## config.mk

```make
export PLATFORM = sky130hd
export DESIGN_NAME = spc_port
export DESIGN_NICKNAME = d
export VERILOG_FILES = /design/src/spc_pkg.sv /design/src/spc_sync.sv /design/src/spc_buf2.sv /design/src/spc_port.sv
export SDC_FILE = /design/constraint.sdc
export NUM_CORES = 1
export LEC_CHECK = 0
export BUFFER_PORTS_ARGS = -buffer_cell sky130_fd_sc_hd__clkbuf_2
export CAP_MARGIN = 10
export CORE_MARGIN = 2
export CORE_UTILIZATION = 30
export DETAILED_ROUTE_END_ITERATION = 8
export SYNTH_ARGS = -nofsm -noshare
export SYNTH_HDL_FRONTEND = slang
export SYNTH_SLANG_ARGS = --single-unit
```

## constraint.sdc

```tcl
create_clock -name mclk -period 3.45 [get_ports mclk]
set_input_delay 0.1725 -clock mclk [delete_from_list [all_inputs] [get_ports mclk]]
set_output_delay 0.1725 -clock mclk [all_outputs]
set_load 0.05 [all_outputs]
```

## src/spc_pkg.sv

```systemverilog
// Package of register addresses, field positions, reset values and types for the serial port.
package spc_pkg;
   // ----------------------------------------------------------------
   // Register addresses
   // ----------------------------------------------------------------
   localparam logic [7:0] ADDR_CFG = 8'h9A;
   localparam logic [7:0] ADDR_DAT = 8'h9B;
   localparam logic [7:0] ADDR_DIV = 8'h9D;
   localparam logic [7:0] ADDR_CTL = 8'hF8;
   // ----------------------------------------------------------------
   // Reset values
   // ----------------------------------------------------------------
   localparam logic [7:0] RST_CFG = 8'h07;
   localparam logic [7:0] RST_DIV = 8'h00;
   localparam logic [7:0] RST_CTL = 8'h06;
   // ----------------------------------------------------------------
   // Configuration field positions
   // ----------------------------------------------------------------
   localparam int CFG_BUSY   = 7;
   localparam int CFG_MASTER = 6;
   localparam int CFG_PHASE  = 5;
   localparam int CFG_POL    = 4;
   // ----------------------------------------------------------------
   // Control field positions
   // ----------------------------------------------------------------
   localparam int CTL_DONE   = 7;
   localparam int CTL_WRITE_COLLISION_FLAG   = 6;
   localparam int CTL_MODE_FAULT_FLAG   = 5;
   localparam int CTL_OVR    = 4;
   localparam int CTL_SSM_HI = 3;
   localparam int CTL_SSM_LO = 2;
   localparam int CTL_EN     = 0;
   // ----------------------------------------------------------------
   // Slave-select modes and timing
   // ----------------------------------------------------------------
   localparam logic [1:0] SSM_3WIRE = 2'h0;
   localparam logic [1:0] SSM_4WIRE = 2'h1;
   localparam logic [2:0] LAST_BIT  = 3'h7;
   localparam logic [3:0] LAST_HALF = 4'hF;
   localparam logic [1:0] DEGLITCH_CYC = 2'h2;
   typedef enum logic {MST_IDLE, MST_RUN} spc_mst_e;
endpackage : spc_pkg

```

## src/spc_sync.sv

```systemverilog
// Two flip-flop synchroniser for pin inputs.
`timescale 1ns/1ps
`default_nettype none
module spc_sync #(
   parameter int W = 1
) (
   input  wire logic         mclk,
   input  wire logic         rst_n,
   input  wire logic [W-1:0] pin_in,
   output logic      [W-1:0] sync_out
);
   logic [W-1:0] meta_q;

   always_ff @(posedge mclk) begin
      if (!rst_n) begin
         meta_q   <= '0;
         sync_out <= '0;
      end else begin
         meta_q   <= pin_in;
         sync_out <= meta_q;
      end
   end
endmodule : spc_sync
`default_nettype wire

```

## src/spc_buf2.sv

```systemverilog
// Two-entry buffer with valid and ready on both sides.
`timescale 1ns/1ps
`default_nettype none
module spc_buf2 (
   input  wire logic       mclk,
   input  wire logic       rst_n,
   input  wire logic       flush,
   input  wire logic [7:0] in_data,
   input  wire logic       in_valid,
   output logic            in_ready,
   output logic      [7:0] out_data,
   output logic            out_valid,
   input  wire logic       out_ready
);
   logic [7:0] mem_q [2];
   logic       wp_q;
   logic       rp_q;
   logic [1:0] cnt_q;
   logic       push;
   logic       pop;

   assign in_ready  = (cnt_q != 2'h2);
   assign out_valid = (cnt_q != 2'h0);
   assign out_data  = mem_q[rp_q];
   assign push      = in_valid & in_ready;
   assign pop       = out_valid & out_ready;

   always_ff @(posedge mclk) begin
      if (!rst_n || flush) begin
         wp_q  <= 1'b0;
         rp_q  <= 1'b0;
         cnt_q <= 2'h0;
      end else begin
         if (push) begin
            wp_q <= ~wp_q;
         end
         if (pop) begin
            rp_q <= ~rp_q;
         end
         cnt_q <= cnt_q + {1'b0, push} - {1'b0, pop};
      end
   end

   always_ff @(posedge mclk) begin
      if (!rst_n) begin
         mem_q[0] <= 8'h00;
         mem_q[1] <= 8'h00;
      end else if (push) begin
         mem_q[wp_q] <= in_data;
      end
   end
endmodule : spc_buf2
`default_nettype wire

```

## src/spc_port.sv

```systemverilog
// Serial port with configuration, control, clock-rate and data registers.
`timescale 1ns/1ps
`default_nettype none
module spc_port (
   input  wire logic       mclk,
   input  wire logic       rst_n,
   input  wire logic [7:0] sfr_addr,
   input  wire logic       sfr_wr,
   input  wire logic       sfr_rd,
   input  wire logic [7:0] sfr_wdata,
   output logic      [7:0] sfr_rdata,
   output logic            event_req,
   input  wire logic       sck_i,
   output logic            sck_o,
   output logic            sck_oe,
   input  wire logic       mosi_i,
   output logic            mosi_o,
   output logic            mosi_oe,
   input  wire logic       miso_i,
   output logic            miso_o,
   output logic            miso_oe,
   input  wire logic       slave_select_i,
   output logic            slave_select_o,
   output logic            slave_select_oe
);
   // ----------------------------------------------------------------
   // Register state and pin inputs
   // ----------------------------------------------------------------
   logic             master_enable_q, clock_phase_q, clock_polarity_q, port_enable_q;
   logic [1:0]       ssm_q;
   logic [7:0]       clock_divider_value_q;
   logic [3:0]       flag_q;
   logic [7:0]       tx_buf_q, tx_sh_q, rx_sh_q;
   logic             tx_buffer_empty_q, shift_reg_empty_q;
   spc_pkg::spc_mst_e mst_q;
   logic [7:0]       div_cnt_q;
   logic [3:0]       half_q;
   logic [2:0]       bit_cnt_q;
   logic             sck_p_q, sel_n_q, sel_p_q;
   logic [1:0]       glitch_q;
   logic [3:0]       pins_s;
   logic             sck_s, mosi_s, miso_s, nss_s;
   logic             mst_run, div_last, mst_start, mst_done, busy;
   logic             slv_act, lead, trail, samp, shft, slv_done, slv_load, sel;
   logic             wr_dat, wr_ctl, coll, mode_fault_flag_evt, ovr_evt, byte_done;
   logic             rx_ready, rx_valid, rx_pop, msamp_q, mdone_q;
   logic [7:0]       rx_data;

   spc_sync #(.W(4)) u_sync (
      .mclk     (mclk),
      .rst_n    (rst_n),
      .pin_in   ({sck_i, mosi_i, miso_i, !slave_select_i}),
      .sync_out (pins_s)
   );
   // Select travels inverted so that the synchroniser resets to the idle high level.
   assign {sck_s, mosi_s, miso_s} = pins_s[3:1];
   assign nss_s                   = !pins_s[0];

   // ----------------------------------------------------------------
   // Shared decode
   // ----------------------------------------------------------------
   assign wr_dat    = sfr_wr && (sfr_addr == spc_pkg::ADDR_DAT);
   assign wr_ctl    = sfr_wr && (sfr_addr == spc_pkg::ADDR_CTL);
   assign rx_pop    = sfr_rd && (sfr_addr == spc_pkg::ADDR_DAT);
   assign mst_run   = (mst_q == spc_pkg::MST_RUN);
   assign div_last  = mst_run && (div_cnt_q == clock_divider_value_q);
   assign mst_start = port_enable_q && master_enable_q && !mst_run && !tx_buffer_empty_q;
   assign mst_done  = div_last && (half_q == spc_pkg::LAST_HALF);
   assign sel       = !sel_n_q;
   assign slv_act   = port_enable_q && !master_enable_q &&
                      ((ssm_q != spc_pkg::SSM_4WIRE) || sel);
   assign lead      = (sck_s != clock_polarity_q) && (sck_p_q == clock_polarity_q);
   assign trail     = (sck_s == clock_polarity_q) && (sck_p_q != clock_polarity_q);
   assign samp      = slv_act && (clock_phase_q ? trail : lead);
   assign shft      = slv_act && (clock_phase_q ? lead : trail) && (bit_cnt_q != 3'h0);
   assign slv_done  = samp && (bit_cnt_q == spc_pkg::LAST_BIT);
   assign slv_load  = slv_act && !tx_buffer_empty_q && (shift_reg_empty_q || slv_done);
   assign busy      = mst_run || (slv_act && (bit_cnt_q != 3'h0));
   assign coll      = wr_dat && (!tx_buffer_empty_q || busy);
   assign mode_fault_flag_evt  = master_enable_q && sel && (ssm_q == spc_pkg::SSM_4WIRE);
   assign byte_done = mst_done || slv_done;
   assign ovr_evt   = slv_done && !rx_ready;
   assign event_req = |flag_q;

   // ----------------------------------------------------------------
   // Configuration, divider and control registers
   // ----------------------------------------------------------------
   always_ff @(posedge mclk) begin
      if (!rst_n) begin
         master_enable_q  <= spc_pkg::RST_CFG[spc_pkg::CFG_MASTER];
         clock_phase_q    <= spc_pkg::RST_CFG[spc_pkg::CFG_PHASE];
         clock_polarity_q <= spc_pkg::RST_CFG[spc_pkg::CFG_POL];
      end else if (mode_fault_flag_evt) begin
         master_enable_q <= 1'b0;
      end else if (sfr_wr && (sfr_addr == spc_pkg::ADDR_CFG)) begin
         master_enable_q  <= sfr_wdata[spc_pkg::CFG_MASTER];
         clock_phase_q    <= sfr_wdata[spc_pkg::CFG_PHASE];
         clock_polarity_q <= sfr_wdata[spc_pkg::CFG_POL];
      end
   end

   always_ff @(posedge mclk) begin
      if (!rst_n) begin
         clock_divider_value_q <= spc_pkg::RST_DIV;
      end else if (sfr_wr && (sfr_addr == spc_pkg::ADDR_DIV)) begin
         clock_divider_value_q <= sfr_wdata;
      end
   end

   always_ff @(posedge mclk) begin
      if (!rst_n) begin
         ssm_q         <= spc_pkg::RST_CTL[spc_pkg::CTL_SSM_HI:spc_pkg::CTL_SSM_LO];
         port_enable_q <= spc_pkg::RST_CTL[spc_pkg::CTL_EN];
      end else begin
         if (wr_ctl) begin
            ssm_q         <= sfr_wdata[spc_pkg::CTL_SSM_HI:spc_pkg::CTL_SSM_LO];
            port_enable_q <= sfr_wdata[spc_pkg::CTL_EN];
         end
         if (mode_fault_flag_evt) begin
            port_enable_q <= 1'b0;
         end
      end
   end

   // Event flags in order done, collision, fault, overrun; set beats clear.
   always_ff @(posedge mclk) begin
      if (!rst_n) begin
         flag_q <= spc_pkg::RST_CTL[spc_pkg::CTL_DONE:spc_pkg::CTL_OVR];
      end else begin
         flag_q <= {byte_done, coll, mode_fault_flag_evt, ovr_evt} |
                   (flag_q & ~({4{wr_ctl}} &
                   ~sfr_wdata[spc_pkg::CTL_DONE:spc_pkg::CTL_OVR]));
      end
   end

   // ----------------------------------------------------------------
   // Transmit buffer
   // ----------------------------------------------------------------
   always_ff @(posedge mclk) begin
      if (!rst_n) begin
         tx_buf_q          <= 8'h00;
         tx_buffer_empty_q <= spc_pkg::RST_CTL[1];
      end else if (wr_dat && !coll) begin
         tx_buf_q          <= sfr_wdata;
         tx_buffer_empty_q <= 1'b0;
      end else if (mst_start || slv_load) begin
         tx_buffer_empty_q <= 1'b1;
      end
   end

   // ----------------------------------------------------------------
   // Master sequencer and clock divider
   // ----------------------------------------------------------------
   always_ff @(posedge mclk) begin
      if (!rst_n) begin
         mst_q <= spc_pkg::MST_IDLE;
      end else begin
         case (mst_q)
            spc_pkg::MST_IDLE: begin
               if (mst_start) begin
                  mst_q <= spc_pkg::MST_RUN;
               end
            end
            spc_pkg::MST_RUN: begin
               if (mst_done || !port_enable_q || !master_enable_q) begin
                  mst_q <= spc_pkg::MST_IDLE;
               end
            end
            default: begin
               mst_q <= spc_pkg::MST_IDLE;
            end
         endcase
      end
   end

   always_ff @(posedge mclk) begin
      if (!rst_n || !mst_run) begin
         div_cnt_q <= 8'h00;
         half_q    <= 4'h0;
      end else if (div_last) begin
         div_cnt_q <= 8'h00;
         half_q    <= half_q + 4'h1;
      end else begin
         div_cnt_q <= div_cnt_q + 8'h01;
      end
   end

   // Master capture runs one cycle late so it sees the pin one cycle before the bit ends.
   always_ff @(posedge mclk) begin
      if (!rst_n) begin
         msamp_q <= 1'b0;
         mdone_q <= 1'b0;
      end else begin
         msamp_q <= div_last && half_q[0];
         mdone_q <= mst_done;
      end
   end

   // ----------------------------------------------------------------
   // Shift registers for both modes
   // ----------------------------------------------------------------
   always_ff @(posedge mclk) begin
      if (!rst_n) begin
         tx_sh_q <= 8'h00;
         rx_sh_q <= 8'h00;
      end else begin
         if (mst_start || slv_load) begin
            tx_sh_q <= tx_buf_q;
         end else if ((div_last && half_q[0]) || shft) begin
            tx_sh_q <= {tx_sh_q[6:0], 1'b0};
         end
         if (msamp_q) begin
            rx_sh_q <= {rx_sh_q[6:0], miso_s};
         end else if (samp) begin
            rx_sh_q <= {rx_sh_q[6:0], mosi_s};
         end
      end
   end

   // ----------------------------------------------------------------
   // Slave bit counter, select filter and shift-empty flag
   // ----------------------------------------------------------------
   always_ff @(posedge mclk) begin
      if (!rst_n) begin
         sck_p_q   <= 1'b0;
         bit_cnt_q <= 3'h0;
      end else begin
         sck_p_q <= sck_s;
         if (!slv_act || ((ssm_q == spc_pkg::SSM_4WIRE) && sel && !sel_p_q)) begin
            bit_cnt_q <= 3'h0;
         end else if (samp) begin
            bit_cnt_q <= bit_cnt_q + 3'h1;
         end
      end
   end

   always_ff @(posedge mclk) begin
      if (!rst_n) begin
         sel_n_q  <= 1'b1;
         sel_p_q  <= 1'b0;
         glitch_q <= 2'h0;
      end else begin
         sel_p_q <= sel;
         if (nss_s == sel_n_q) begin
            glitch_q <= 2'h0;
         end else if (glitch_q == spc_pkg::DEGLITCH_CYC - 2'h1) begin
            sel_n_q  <= nss_s;
            glitch_q <= 2'h0;
         end else begin
            glitch_q <= glitch_q + 2'h1;
         end
      end
   end

   always_ff @(posedge mclk) begin
      if (!rst_n || !slv_act) begin
         shift_reg_empty_q <= 1'b1;
      end else if (slv_load || (lead || trail)) begin
         shift_reg_empty_q <= slv_done && !slv_load;
      end
   end

   // ----------------------------------------------------------------
   // Receive buffer and register reads
   // ----------------------------------------------------------------
   spc_buf2 u_rxbuf (
      .mclk      (mclk),
      .rst_n     (rst_n),
      .flush     (!port_enable_q),
      .in_data   ({rx_sh_q[6:0], slv_done ? mosi_s : miso_s}),
      .in_valid  (slv_done || mdone_q),
      .in_ready  (rx_ready),
      .out_data  (rx_data),
      .out_valid (rx_valid),
      .out_ready (rx_pop)
   );

   always_ff @(posedge mclk) begin
      if (!rst_n) begin
         sfr_rdata <= 8'h00;
      end else if (sfr_rd) begin
         case (sfr_addr)
            spc_pkg::ADDR_CFG: sfr_rdata <= {busy, master_enable_q,
               clock_phase_q, clock_polarity_q, sel, nss_s,
               shift_reg_empty_q || master_enable_q,
               !rx_valid || master_enable_q};
            spc_pkg::ADDR_CTL: sfr_rdata <= {flag_q, ssm_q, tx_buffer_empty_q,
               port_enable_q};
            spc_pkg::ADDR_DIV: sfr_rdata <= clock_divider_value_q;
            spc_pkg::ADDR_DAT: sfr_rdata <= rx_data;
            default:           sfr_rdata <= 8'h00;
         endcase
      end
   end

   // ----------------------------------------------------------------
   // Pin drivers
   // ----------------------------------------------------------------
   assign sck_o  = clock_polarity_q ^
                   (mst_run && (clock_phase_q ? !half_q[0] : half_q[0]));
   assign sck_oe = port_enable_q && master_enable_q;
   assign mosi_o  = tx_sh_q[7];
   assign mosi_oe = port_enable_q && master_enable_q;
   assign miso_o  = tx_sh_q[7];
   assign miso_oe = slv_act;
   assign slave_select_o  = ssm_q[0];
   assign slave_select_oe = ssm_q[1];
endmodule : spc_port
`default_nettype wire

```

After elaboration in Yosys (flattened, before gate mapping):

Memories as Yosys holds them, arrays and structs flattened. A register that Yosys moved wholly into a read port is not among the register bits.
Index checks and enable logic that the tools add are counted.

* equal/unequal tests: 16
* bitwise logic cells: 14
* add/sub/neg operators: 6
* multiplexer cells: 23
* reductions and logical operators: 77

Operators by type and width (number)
* $eq 8x8->1 const B: 4
* $pmux 8 s4: 1
* $logic_and 1x1->1: 31
* $mux 8: 3
* $logic_or 1x1->1: 18
* $mux 1: 16
* $logic_not 1->1: 15
* $mux 7: 2
* $add 8x1->8 const B: 1
* $and 4x4->4: 2
* $eq 8x8->1: 1
* $not 4->4: 2
* $reduce_bool 2->1: 4
* $reduce_or 8->1: 1
* $not 1->1: 6
* $reduce_or 2->1: 3
* $add 4x1->4 const B: 1
* $eq 2x1->1 const B: 2
* $eq 4x4->1 const B: 1
* $or 4x4->4: 1
* $reduce_and 2->1: 2
* $reduce_or 4->1: 1
* $add 3x1->3 const B: 1
* $eq 1x1->1: 3
* other kinds (12): 14

* logic and storage cells: 165
* bits in registers: 86
* input port bits: 24
* memories kept: 1
* output and inout bits: 17
* RAM bits: 16

Memory list
* u_rxbuf.mem_q: words 2, bits a word 8, rd ports 1, clocked after memory_dff 1, write ports 2, line spc_buf2.sv:15 `logic [7:0] mem_q [2];`

Longest topological paths before layout:

Gate-level depths: netlist of the first run.

* depth after elaboration: 12
* depth in mapped cells: 10
* mapped depth without buffers: 8

Hierarchy:

From an unflattened synthesis of the first run, not the netlist that was laid out.

* cells, all modules: 463
* area total of the unflattened synthesis: 4620.7 µm²

By module, submodules not included
* spc_port: sequential area each 1481.4 µm², cells an instance 368, instances 1, area each 3474.6 µm²
* spc_buf2: sequential area each 580.6 µm², cells an instance 79, instances 1, area each 935.9 µm²
* spc_sync: sequential area each 160.2 µm², cells an instance 16, instances 1, area each 210.2 µm²

Worst setup path after synthesis of the first run:

Ideal clock, no wire load.

* path kind: reg-to-reg
* start: register ssm_q[1]
* end: memory u_rxbuf.mem_q[0][0], enable pin
* path slack: 823 ps
* required time: 3066 ps
* arrival time: 2243 ps
* buffers on the path: 1
* cell stages (with the launch flop): 7
* period minus slack after synthesis: 2627 ps
* setup time: 384 ps
* path through: dfxtp_1 -> and3b_1 -> clkbuf_2 -> nor4_4 -> o21a_2 -> inv_1 -> o21ai_0

RTL lines
* start, declared: line spc_port.sv:30 `logic [1:0] ssm_q;`
* start signal, assigned: line spc_port.sv:112 `ssm_q <= spc_pkg::RST_CTL[spc_pkg::CTL_SSM_HI:spc_pkg::CTL_SSM_LO];`
* start signal, assigned: line spc_port.sv:116 `ssm_q <= sfr_wdata[spc_pkg::CTL_SSM_HI:spc_pkg::CTL_SSM_LO];`
* end, declared: line spc_buf2.sv:15

Final worst setup path of the first run:

* start: register clock_polarity_q
* end: register tx_sh_q[4]

* longest elaborated chain between the ends: 9
* elaborated cells between the ends (all ways): 18
* classes of those cells: 4 x eq/ne; 3 x mux; 11 x reduce/logical

Ends and longest elaborated chain
* start, declared: line spc_port.sv:29 `logic master_enable_q, clock_phase_q, clock_polarity_q, port_enable_q;`
* start signal, assigned: line spc_port.sv:92 `clock_polarity_q <= spc_pkg::RST_CFG[spc_pkg::CFG_POL];`
* start signal, assigned: line spc_port.sv:98 `clock_polarity_q <= sfr_wdata[spc_pkg::CFG_POL];`
* $ne 1x1->1, or another cell as far along: line spc_port.sv:72 `assign lead = (sck_s != clock_polarity_q) && (sck_p_q == clock_polarity_q);`
* $logic_and 1x1->1 (on tied branches): line spc_port.sv:72, spc_port.sv:73
* $mux 1: line spc_port.sv:74 `assign samp = slv_act && (clock_phase_q ? trail : lead);`
* $logic_and 1x1->1: line spc_port.sv:74
* $logic_and 1x1->1: line spc_port.sv:76 `assign slv_done = samp && (bit_cnt_q == spc_pkg::LAST_BIT);`
* $logic_or 1x1->1: line spc_port.sv:77 `assign slv_load = slv_act && !tx_buffer_empty_q && (shift_reg_empty_q || slv_done);`
* $logic_and 1x1->1: line spc_port.sv:77
* $logic_or 1x1->1: line spc_port.sv:207 `if (mst_start || slv_load) begin`
* $mux 8 / $reduce_bool 2->1 (equally long branches)
* end signal, assigned: line spc_port.sv:208 `tx_sh_q <= tx_buf_q;`
* end signal, assigned: line spc_port.sv:210 `tx_sh_q <= {tx_sh_q[6:0], 1'b0};`
* end, declared: line spc_port.sv:33 `logic [7:0] tx_buf_q, tx_sh_q, rx_sh_q;`

Several ways; a longest one is shown, not always the timed one.
A chain may end at the register's enable or synchronous reset.

==> results of run 1 <==
-- final timing paths --
path              slack (ns)            endpoint  cells after the start        startpoint
setup / recovery        0.94          tx_sh_q[4]                      8  clock_polarity_q
setup reg to reg        0.94          tx_sh_q[4]                      8  clock_polarity_q
hold reg to reg         0.43  u_sync.sync_out[0]                      1  u_sync.meta_q[0]
hold / removal          0.02    u_sync.meta_q[3]                      2             sck_i
-- power groups by stage --
| stage | sequential, mW | clock, mW | combinational [mW] |
|---|---|---|---|
| 2_1_floorplan | 1.27 | 0 | 0.0442 |
| 3_5_place_dp | 1.27 | 0 | 0.0827 |
| 4_1_cts | 1.24 | 0.978 | 0.0838 |
| 5_1_grt | 1.24 | 1.03 | 0.0920 |
| 6_report | 1.24 | 0.958 | 0.0840 |
| 3_3_place_gp | 1.27 | 0 | 0.0820 |
-- through the flow --
stage                     hold WS [ns]  cell area (um2)  cells
final                           0.0198             5240    699
after global routing            0.0290             5240    699
after CTS                       0.0139             5240    699
after floorplan                  0.239             4610    475
after detailed placement         0.339             4960    682
after global placement           0.333             4960    682
-- registers in the layout, summed over array words and instances (netlist names), 3 cells and up, named ones only --
register               flops
u_rxbuf.mem_q             16
rx_sh_q                    7
div_cnt_q                  8
u_sync.meta_q              4
sfr_rdata                  8
tx_buf_q                   8
tx_sh_q                    8
clock_divider_value_q      8
u_sync.sync_out            4
flag_q                     4
bit_cnt_q                  3
half_q                     4
-- final cells by class --
| type | count | area (um2) |
|---|---|---|
| clock inverter | 6 | 43.8 |
| clock buffer | 10 | 229 |
| tap | 188 | 235 |
| multi-input combinational | 328 | 2200 |
| timing repair buffer | 46 | 248 |
| sequential | 103 | 2220 |
| inverter | 18 | 67.6 |
| fill | 1537 | 9850 |
-- cells by family after synthesis --
group	count (synthesis)
AOI/OAI and AO/OA	83
xor gates and xnor gates	26
adders and majority gates	9
buffers and inverters	44
DFF	103
muxes	32
and+or+nand+nor	178
-- routing by layer --
layer	global-route usage, %	routed length (um)	up-vias
met5	0	0	-
met4	7.69	306	0
met3	2.71	600	17
met2	20.4	4680	102
met1	19.4	5280	1642
li1	-	-	1739
-- cell usage in the layout (no fill, tap or decap), types with 16 or more instances in the layout --
| cell type | n |
|---|---|
| sky130_fd_sc_hd__inv_1 | 18 |
| sky130_fd_sc_hd__edfxtp_1 | 16 |
| sky130_fd_sc_hd__a21oi_1 | 18 |
| sky130_fd_sc_hd__o21ai_0 | 25 |
| sky130_fd_sc_hd__dfxtp_1 | 87 |
| sky130_fd_sc_hd__nand3_1 | 21 |
| sky130_fd_sc_hd__mux2i_1 | 31 |
| sky130_fd_sc_hd__nor2_1 | 44 |
| sky130_fd_sc_hd__clkbuf_2 | 40 |
| sky130_fd_sc_hd__nand2_1 | 34 |
| sky130_fd_sc_hd__and2_1 | 23 |
| sky130_fd_sc_hd__xnor2_1 | 19 |
==> impl_metrics.ini, run 1 <==
[final_layout]
final_core_density_pct = 34.7
num_antenna_cells = 0
area.growth.synth_to_final_pct = 13.6
nets = 539
drive_above_1_share_pct = 14.7

[timing]
fmax_ghz = 0.399
period_needed_ns = 2.51
timing.slew.headroom_pct = 28.6
timing_worst_slew_pin_value_ns = 1.07
final_critical_path_setup_slack_ns = 0.942
timing_max_transition_violations_final = 0
finalClockSkew_ns = 0.00891
final_count_of_hold_timing_violations = 0
totalNegativeSetupSlack_ns = 0
finalSetupViolations = 0
rsz0062_at_grt = false
share_of_the_cycle_needed_by_the_critical_path_after_routing_pct = 72.7

[cts]
insertion_delay_ns = 0.36
cts_num_sinks = 103
cts_max_level = 3
cts.repair_timing.setup_buffer_count = 0
holdBufCountCts = 1
cts_buffer_depth = 2
clock-root-buffer = sky130_fd_sc_hd__clkbuf_16
cts_inserted_buffers = 9
cts_tree = built
post_cts.resized_instances = 0
cts.reportedPaths.clkPinSlew_ns = 0.07

[synthesis]
post_synth_fa_ha_maj_area_fraction_pct = 2.44
syn-cell-area_um2 = 4610
synth_compound_gate_area_share_pct = 11.9
async_flop_share_pct = 0
synth.distinct_cells = 60
most_instantiated_library_cell_after_synthesis = sky130_fd_sc_hd__dfxtp_1
synth_fp_nets = 508
synth-edff-count = 16
synth-seq-cells = 103
seq_area_frac_synth_pct = 48.2
synth.largest_area_cell = sky130_fd_sc_hd__dfxtp_1
syn_avg_cell_area_um2 = 9.71
ys.warnings.count = 0
synth_simple_gate_area_share_pct = 21.3
leading_cell_types_by_count_after_synthesis = sky130_fd_sc_hd__dfxtp_1, sky130_fd_sc_hd__nor2_1, sky130_fd_sc_hd__nand2_1, sky130_fd_sc_hd__mux2i_1, sky130_fd_sc_hd__o21ai_0
post-synth-top-area-fraction_pct = 37.8
synth_xor_xnor_area_share_pct = 4.94
ys.flop_type = sky130_fd_sc_hd__dfxtp_1
synth_mux_area_share_pct = 6.97
largest_family_of_logic_cells_by_synthesized_area = simple AND/OR/NAND/NOR gates
post_synth_inst_count = 475
netlist_top_cells_area = sky130_fd_sc_hd__dfxtp_1, sky130_fd_sc_hd__edfxtp_1, sky130_fd_sc_hd__mux2i_1

[setup_path]
timing.critical_path.fanout_max = 16
worstPathRequired_ns = 3.73
worstPathCellList = xor2_1 > inv_1 > ha_1 > mux2i_1 > o21bai_1 > a21oi_2 > o21ai_0 > a31oi_1
cp.arrival_ns = 2.79
timing.critical_path.max_delay_family = compound AO/OA/AOI/OAI gates
crit_path_start_kind = flop
critPathBufInv = 1
endpoint_kind = flop
timing_worst_setup_path_type = flop to flop
critPathSlowestCell = sky130_fd_sc_hd__a21oi_2
max_stage_delay_ns = 0.53

[placement]
pre_cts_ws_ns = 0.977
portBuffers = 40
hpwl_um = 7830
finalWeightedCongestion = 0.827

[power_and_ir_drop]
leakage_nw = 1.91
final_total_power_mw = 2.28
clockPowerShare_pct = 42.0
switching_part_of_the_total_power_pct = 23.1
peakVddDrop_mv = 0.275
register_share_of_total_power_pct = 54.3
power.combinational.fraction_pct = 3.7
cell_area_power_density_nw_per_um2 = 435
power_switching_mw = 0.526
cell_internal_pwr_mw = 1.75

[die]
floorplan.die_area_um2 = 16400
floorplan.die.height_um = 128
die-width_um = 128
initial_utilization_pct = 30.6
placement_rows = 45
coreArea_um2 = 15100
io_count = 41

[detailed_routing]
drt_iter0_markers = 264
drtAntennaViolNets = 0
routedWlPerCell_um = 15.6
viasPerCell = 5.01
vias = 3500
drt_first_pass_iters = 5
route.detailed.drc = 0
routed_wl_um = 10900

[global_route]
grt_max_degree = 31
antenna_found_initial = 0
grt_usage_pct = 14.0
grt_pass1_wl_um = 17500
gr-total-overflow = 0
grt_pass1_vias = 3355

[run_status]
run_status = complete, no violations

[job]
drv_cap = 0

[min_path]
timing.hold.worst.class = input pin to flop
Note: power is estimated with default switching activity, not from simulation.
==> run 2: changes to the inputs <==
- clock period: 3.45 -> 2.4 ns (I/O delays scaled with it)
==> impl_metrics.ini, run 2 (synthesis results as in run 1) <==
[run_status]
run_status = complete, no violations

[global_route]
grt_usage_pct = 14.2
grt_pass1_wl_um = 17900
gr-total-overflow = 0
grt_pass1_vias = 3533
antenna_found_initial = 0
grt_max_degree = 31

[die]
placement_rows = 45
die-width_um = 128
floorplan.die_area_um2 = 16400
coreArea_um2 = 15100
io_count = 41
initial_utilization_pct = 30.6
floorplan.die.height_um = 128

[final_layout]
drive_above_1_share_pct = 17.1
nets = 554
final_cell_mix = sky130_fd_sc_hd__dfxtp_1, sky130_fd_sc_hd__nor2_1, sky130_fd_sc_hd__clkbuf_2
most_common_library_cell_in_the_layout_ignoring_fill_and_taps = sky130_fd_sc_hd__dfxtp_1
seq_area_um2 = 2220
final_core_density_pct = 35.6
max_flop_register = u_rxbuf.mem_q
multi_input_comb_area_um2 = 2200
final-instance-count-excl-fill = 714
final_layout_fill_cell_count = 1524
largest_register_ffs = 16
area.growth.synth_to_final_pct = 16.3
num_antenna_cells = 0

[timing]
final_count_of_hold_timing_violations = 0
finalSetupViolations = 0
period_needed_ns = 2.21
timing_worst_slew_pin_value_ns = 0.958
rsz0062_at_grt = false
share_of_the_cycle_needed_by_the_critical_path_after_routing_pct = 92.0
totalNegativeSetupSlack_ns = 0
timing.slew.headroom_pct = 35.6
timing_max_transition_violations_final = 0
finalClockSkew_ns = 0.0134
final_critical_path_setup_slack_ns = 0.192
fmax_ghz = 0.453

[cts]
cts_buffer_depth = 2
cts_inserted_buffers = 9
cts_num_sinks = 103
insertion_delay_ns = 0.35
cts_tree = built
clock-root-buffer = sky130_fd_sc_hd__clkbuf_16
cts.reportedPaths.clkPinSlew_ns = 0.08
cts_max_level = 3

[detailed_routing]
drtAntennaViolNets = 0
met1Wirelength_um = 5070
wire_length_on_met2_um = 5070
drt_first_pass_iters = 4
top_layer = met4
routed_wl_um = 11000
drt_iter0_markers = 216
viasPerCell = 4.94
routedWlPerCell_um = 15.4
met3_length_um = 631
vias = 3527
route.detailed.drc = 0

[job]
drv_cap = 0

[placement]
placed_cells_incl_taps = 692
finalWeightedCongestion = 0.847
pre_cts_ws_ns = 0.101
hpwl_um = 8200
portBuffers = 40

[power_and_ir_drop]
cell_internal_pwr_mw = 2.53
register_share_of_total_power_pct = 54.4
peakVddDrop_mv = 0.341
power.combinational.fraction_pct = 3.8
leakage_nw = 1.98
switching_part_of_the_total_power_pct = 22.8
power_switching_mw = 0.745
clockPowerShare_pct = 41.7
final_total_power_mw = 3.27
cell_area_power_density_nw_per_um2 = 609

[setup_path]
worstPathRequired_ns = 2.45
endpoint_kind = flop
crit_path_start_kind = flop
cp.arrival_ns = 2.26
timing_worst_setup_path_type = flop to flop
timing.critical_path.fanout_max = 8

[min_path]
timing.hold.worst.class = input pin to flop
[run 2: changes by cell type in the layout (fill, tap and decap cells not counted), sizes merged]
cell | before | now
clkinvlp | 1 | 0
dlygate4sd3 | 1 | 4
clkinv | 2 | 3
buf | 5 | 17
[run 2: power by group through the flow]
stage	logic (mW)	registers (mW)	clock network, mW
4_1_cts	0.127	1.78	1.40
6_report	0.125	1.78	1.37
3_3_place_gp	0.119	1.82	0
5_1_grt	0.139	1.78	1.45
3_5_place_dp	0.121	1.82	0
2_1_floorplan	0.0637	1.82	0
[run 2: what timing repair did]
item,in CTS,in global routing
setup endpoints to repair,0,27
gates resized for setup,0,2
hold buffers,4,0
endpoints found under the hold margin,4,0
buffers inserted,0,2
[run 2: area by class of cell]
class | count | area share [%]
clock buffer | 10 | 4.27
clock inverter | 6 | 0.793
inverter | 18 | 1.26
multi-input combinational | 328 | 41.0
sequential | 103 | 41.5
tap | 188 | 4.38
timing repair buffer | 61 | 6.85
[run 2: path summary, 6_finish.rpt]
check / start / endpoint / slack, ns / cells after the start
setup / recovery: clock_polarity_q / u_rxbuf.mem_q[0][7] / 0.19 / 9
hold / removal: sfr_rd / sfr_rdata[0] / 0.03 / 2
setup reg to reg: clock_polarity_q / u_rxbuf.mem_q[0][7] / 0.19 / 9
hold reg to reg: glitch_q[0] / glitch_q[0] / 0.42 / 1
[run 2: metrics by stage]
step / cell area [um2] / hold WS (ns)
after floorplan: 4610 / 0.187
after global routing: 5370 / 0.0519
final: 5370 / 0.0258
after CTS: 5350 / 0.0117
after detailed placement: 5040 / 0.283
after global placement: 5040 / 0.283
[run 2: per-layer routing]
metal,vias to the layer above,track usage (%)
met1,1675,18.5
met5,-,0
met2,84,23.2
met4,0,5.82
li1,1756,-
met3,12,2.59
[run 2: worst max-delay path, cell delays in order (launching register included)]
cell and delay, ns:
sky130_fd_sc_hd__dfxtp_2 0.40, sky130_fd_sc_hd__xor2_1 0.20, sky130_fd_sc_hd__ha_1 0.20, sky130_fd_sc_hd__mux2i_1 0.07
sky130_fd_sc_hd__buf_4 0.16, sky130_fd_sc_hd__nor4_4 0.30, sky130_fd_sc_hd__o21a_2 0.23, sky130_fd_sc_hd__inv_1 0.05
sky130_fd_sc_hd__o21ai_1 0.11, sky130_fd_sc_hd__buf_4 0.18
==> run 3: changes to the inputs <==
==> constraint.sdc (replaced) <==
create_clock -name mclk -period 2.4 [get_ports mclk]
set_input_delay 0.36 -clock mclk [delete_from_list [all_inputs] [get_ports mclk]]
set_output_delay 0.36 -clock mclk [all_outputs]
set_load 0.05 [all_outputs]
==> impl_metrics.ini, run 3 (synthesis results as in run 1) <==
[run_status]
run_status = complete, no violations

[global_route]
grt_max_degree = 31
grt_pass1_vias = 3540
gr-total-overflow = 0
grt_pass1_wl_um = 18000
grt_usage_pct = 14.2
antenna_found_initial = 0

[cts]
cts_inserted_buffers = 9
holdBufCountCts = 0
cts_buffer_depth = 2
cts_num_sinks = 103
cts_max_level = 3
insertion_delay_ns = 0.35
cts_tree = built
clock-root-buffer = sky130_fd_sc_hd__clkbuf_16
cts.reportedPaths.clkPinSlew_ns = 0.07

[placement]
finalWeightedCongestion = 0.831
portBuffers = 40
hpwl_um = 8400

[die]
placement_rows = 45
floorplan.die.height_um = 128
io_count = 41
floorplan.die_area_um2 = 16400
die-width_um = 128
initial_utilization_pct = 30.6
coreArea_um2 = 15100

[final_layout]
final_layout_fill_cell_count = 1521
drive_above_1_share_pct = 18.6
final_cell_mix = sky130_fd_sc_hd__dfxtp_1, sky130_fd_sc_hd__nor2_1, sky130_fd_sc_hd__clkbuf_2
nets = 556
multi_input_comb_area_um2 = 2210
largest_register_ffs = 16
area.growth.synth_to_final_pct = 17.4
most_common_library_cell_in_the_layout_ignoring_fill_and_taps = sky130_fd_sc_hd__dfxtp_1
seq_area_um2 = 2230
num_antenna_cells = 0
final_core_density_pct = 35.9
max_flop_register = u_rxbuf.mem_q

[power_and_ir_drop]
clockPowerShare_pct = 43.5
cell_area_power_density_nw_per_um2 = 622
power_switching_mw = 0.724
switching_part_of_the_total_power_pct = 21.5
register_share_of_total_power_pct = 52.8
cell_internal_pwr_mw = 2.65
power.combinational.fraction_pct = 3.7
final_total_power_mw = 3.37
peakVddDrop_mv = 0.331
leakage_nw = 2.01

[setup_path]
timing_worst_setup_path_type = flop to flop
critPathSlowestCell = sky130_fd_sc_hd__dfxtp_4
worstPathRequired_ns = 2.45
timing.critical_path.fanout_max = 8
endpoint_kind = flop
cp.arrival_ns = 2.33
max_stage_delay_ns = 0.38
crit_path_start_kind = flop
worstPathCellList = xor2_2 > inv_1 > ha_1 > mux2i_1 > buf_4 > nor4_4 > o21a_2 > inv_1 > o21ai_1 > buf_4

[detailed_routing]
drtAntennaViolNets = 0
drt_iter0_markers = 246
routed_wl_um = 11100
route.detailed.drc = 0
routedWlPerCell_um = 15.5
viasPerCell = 5.01
vias = 3585
drt_first_pass_iters = 4

[timing]
timing_max_transition_violations_final = 0
finalClockSkew_ns = 0.0122
share_of_the_cycle_needed_by_the_critical_path_after_routing_pct = 94.8
timing_worst_slew_pin_value_ns = 0.932
finalSetupViolations = 0
final_count_of_hold_timing_violations = 0
period_needed_ns = 2.28
fmax_ghz = 0.439
timing.slew.headroom_pct = 37.3

[min_path]
timing.hold.worst.class = input pin to flop

[job]
drv_cap = 0
[run 3: layout make-up]
class	instances	share of cell area, %
well taps	188	4.34
clock inverters	5	1.06
clock buffers	10	4.41
repair buffers	63	6.89
inverters	18	1.25
flip-flops and latches	103	41.1
multi-input cells	328	40.9
[run 3: timing repair]
action,4_1_cts,5_1_grt
gates resized for setup,0,5
buffers inserted,0,5
endpoints found under the setup margin,0,33
hold endpoints to repair,0,0
[run 3: metrics by stage]
step,std cells,TNS [ns],cell area (um2),setup WS [ns],hold WS (ns)
after floorplan,475,0,4610,0.0724,0.397
after global placement,695,0,5060,0.153,0.405
after CTS,710,0,5360,0.0189,0.137
final,715,0,5410,0.124,0.146
after detailed placement,695,0,5060,0.0402,0.423
after global routing,715,-0.297,5410,-0.0326,0.147
[run 3: routing by layer]
layer | track usage, % | share of wire (%) | vias up
li1 | - | - | 1768
met1 | 18.7 | 47 | 1691
met2 | 22.3 | 45 | 105
met3 | 2.75 | 4.7 | 21
met4 | 7.18 | 2.9 | 0
met5 | 0 | 0 | -
[run 3: power by group through the flow]
stage / clock network, mW / logic, mW / registers (mW)
after floorplan: 0 / 0.0637 / 1.82
after global placement: 0 / 0.123 / 1.82
after detailed placement: 0 / 0.125 / 1.82
after CTS: 1.50 / 0.126 / 1.78
after global routing: 1.57 / 0.138 / 1.78
final: 1.47 / 0.125 / 1.78
[run 3: path summary, 6_finish.rpt]
check | from | endpoint | slack, ns | depth (start not counted)
worst max register to register | clock_polarity_q | u_rxbuf.mem_q[0][4] | 0.12 | 10
worst max-delay path | clock_polarity_q | u_rxbuf.mem_q[0][4] | 0.12 | 10
worst min-delay path | slave_select_i | u_sync.meta_q[0] | 0.15 | 2
worst min register to register | glitch_q[0] | glitch_q[0] | 0.43 | 1
[run 3: critical path, delay by kind of cell (launching register included)]
kind,cells,cell delay (ns)
simple gates,1,0.36
buf+inv,4,0.45
xor+xnor,1,0.18
flops,1,0.38
fa+ha+maj,1,0.15
compound gates,2,0.36
mux,1,0.07
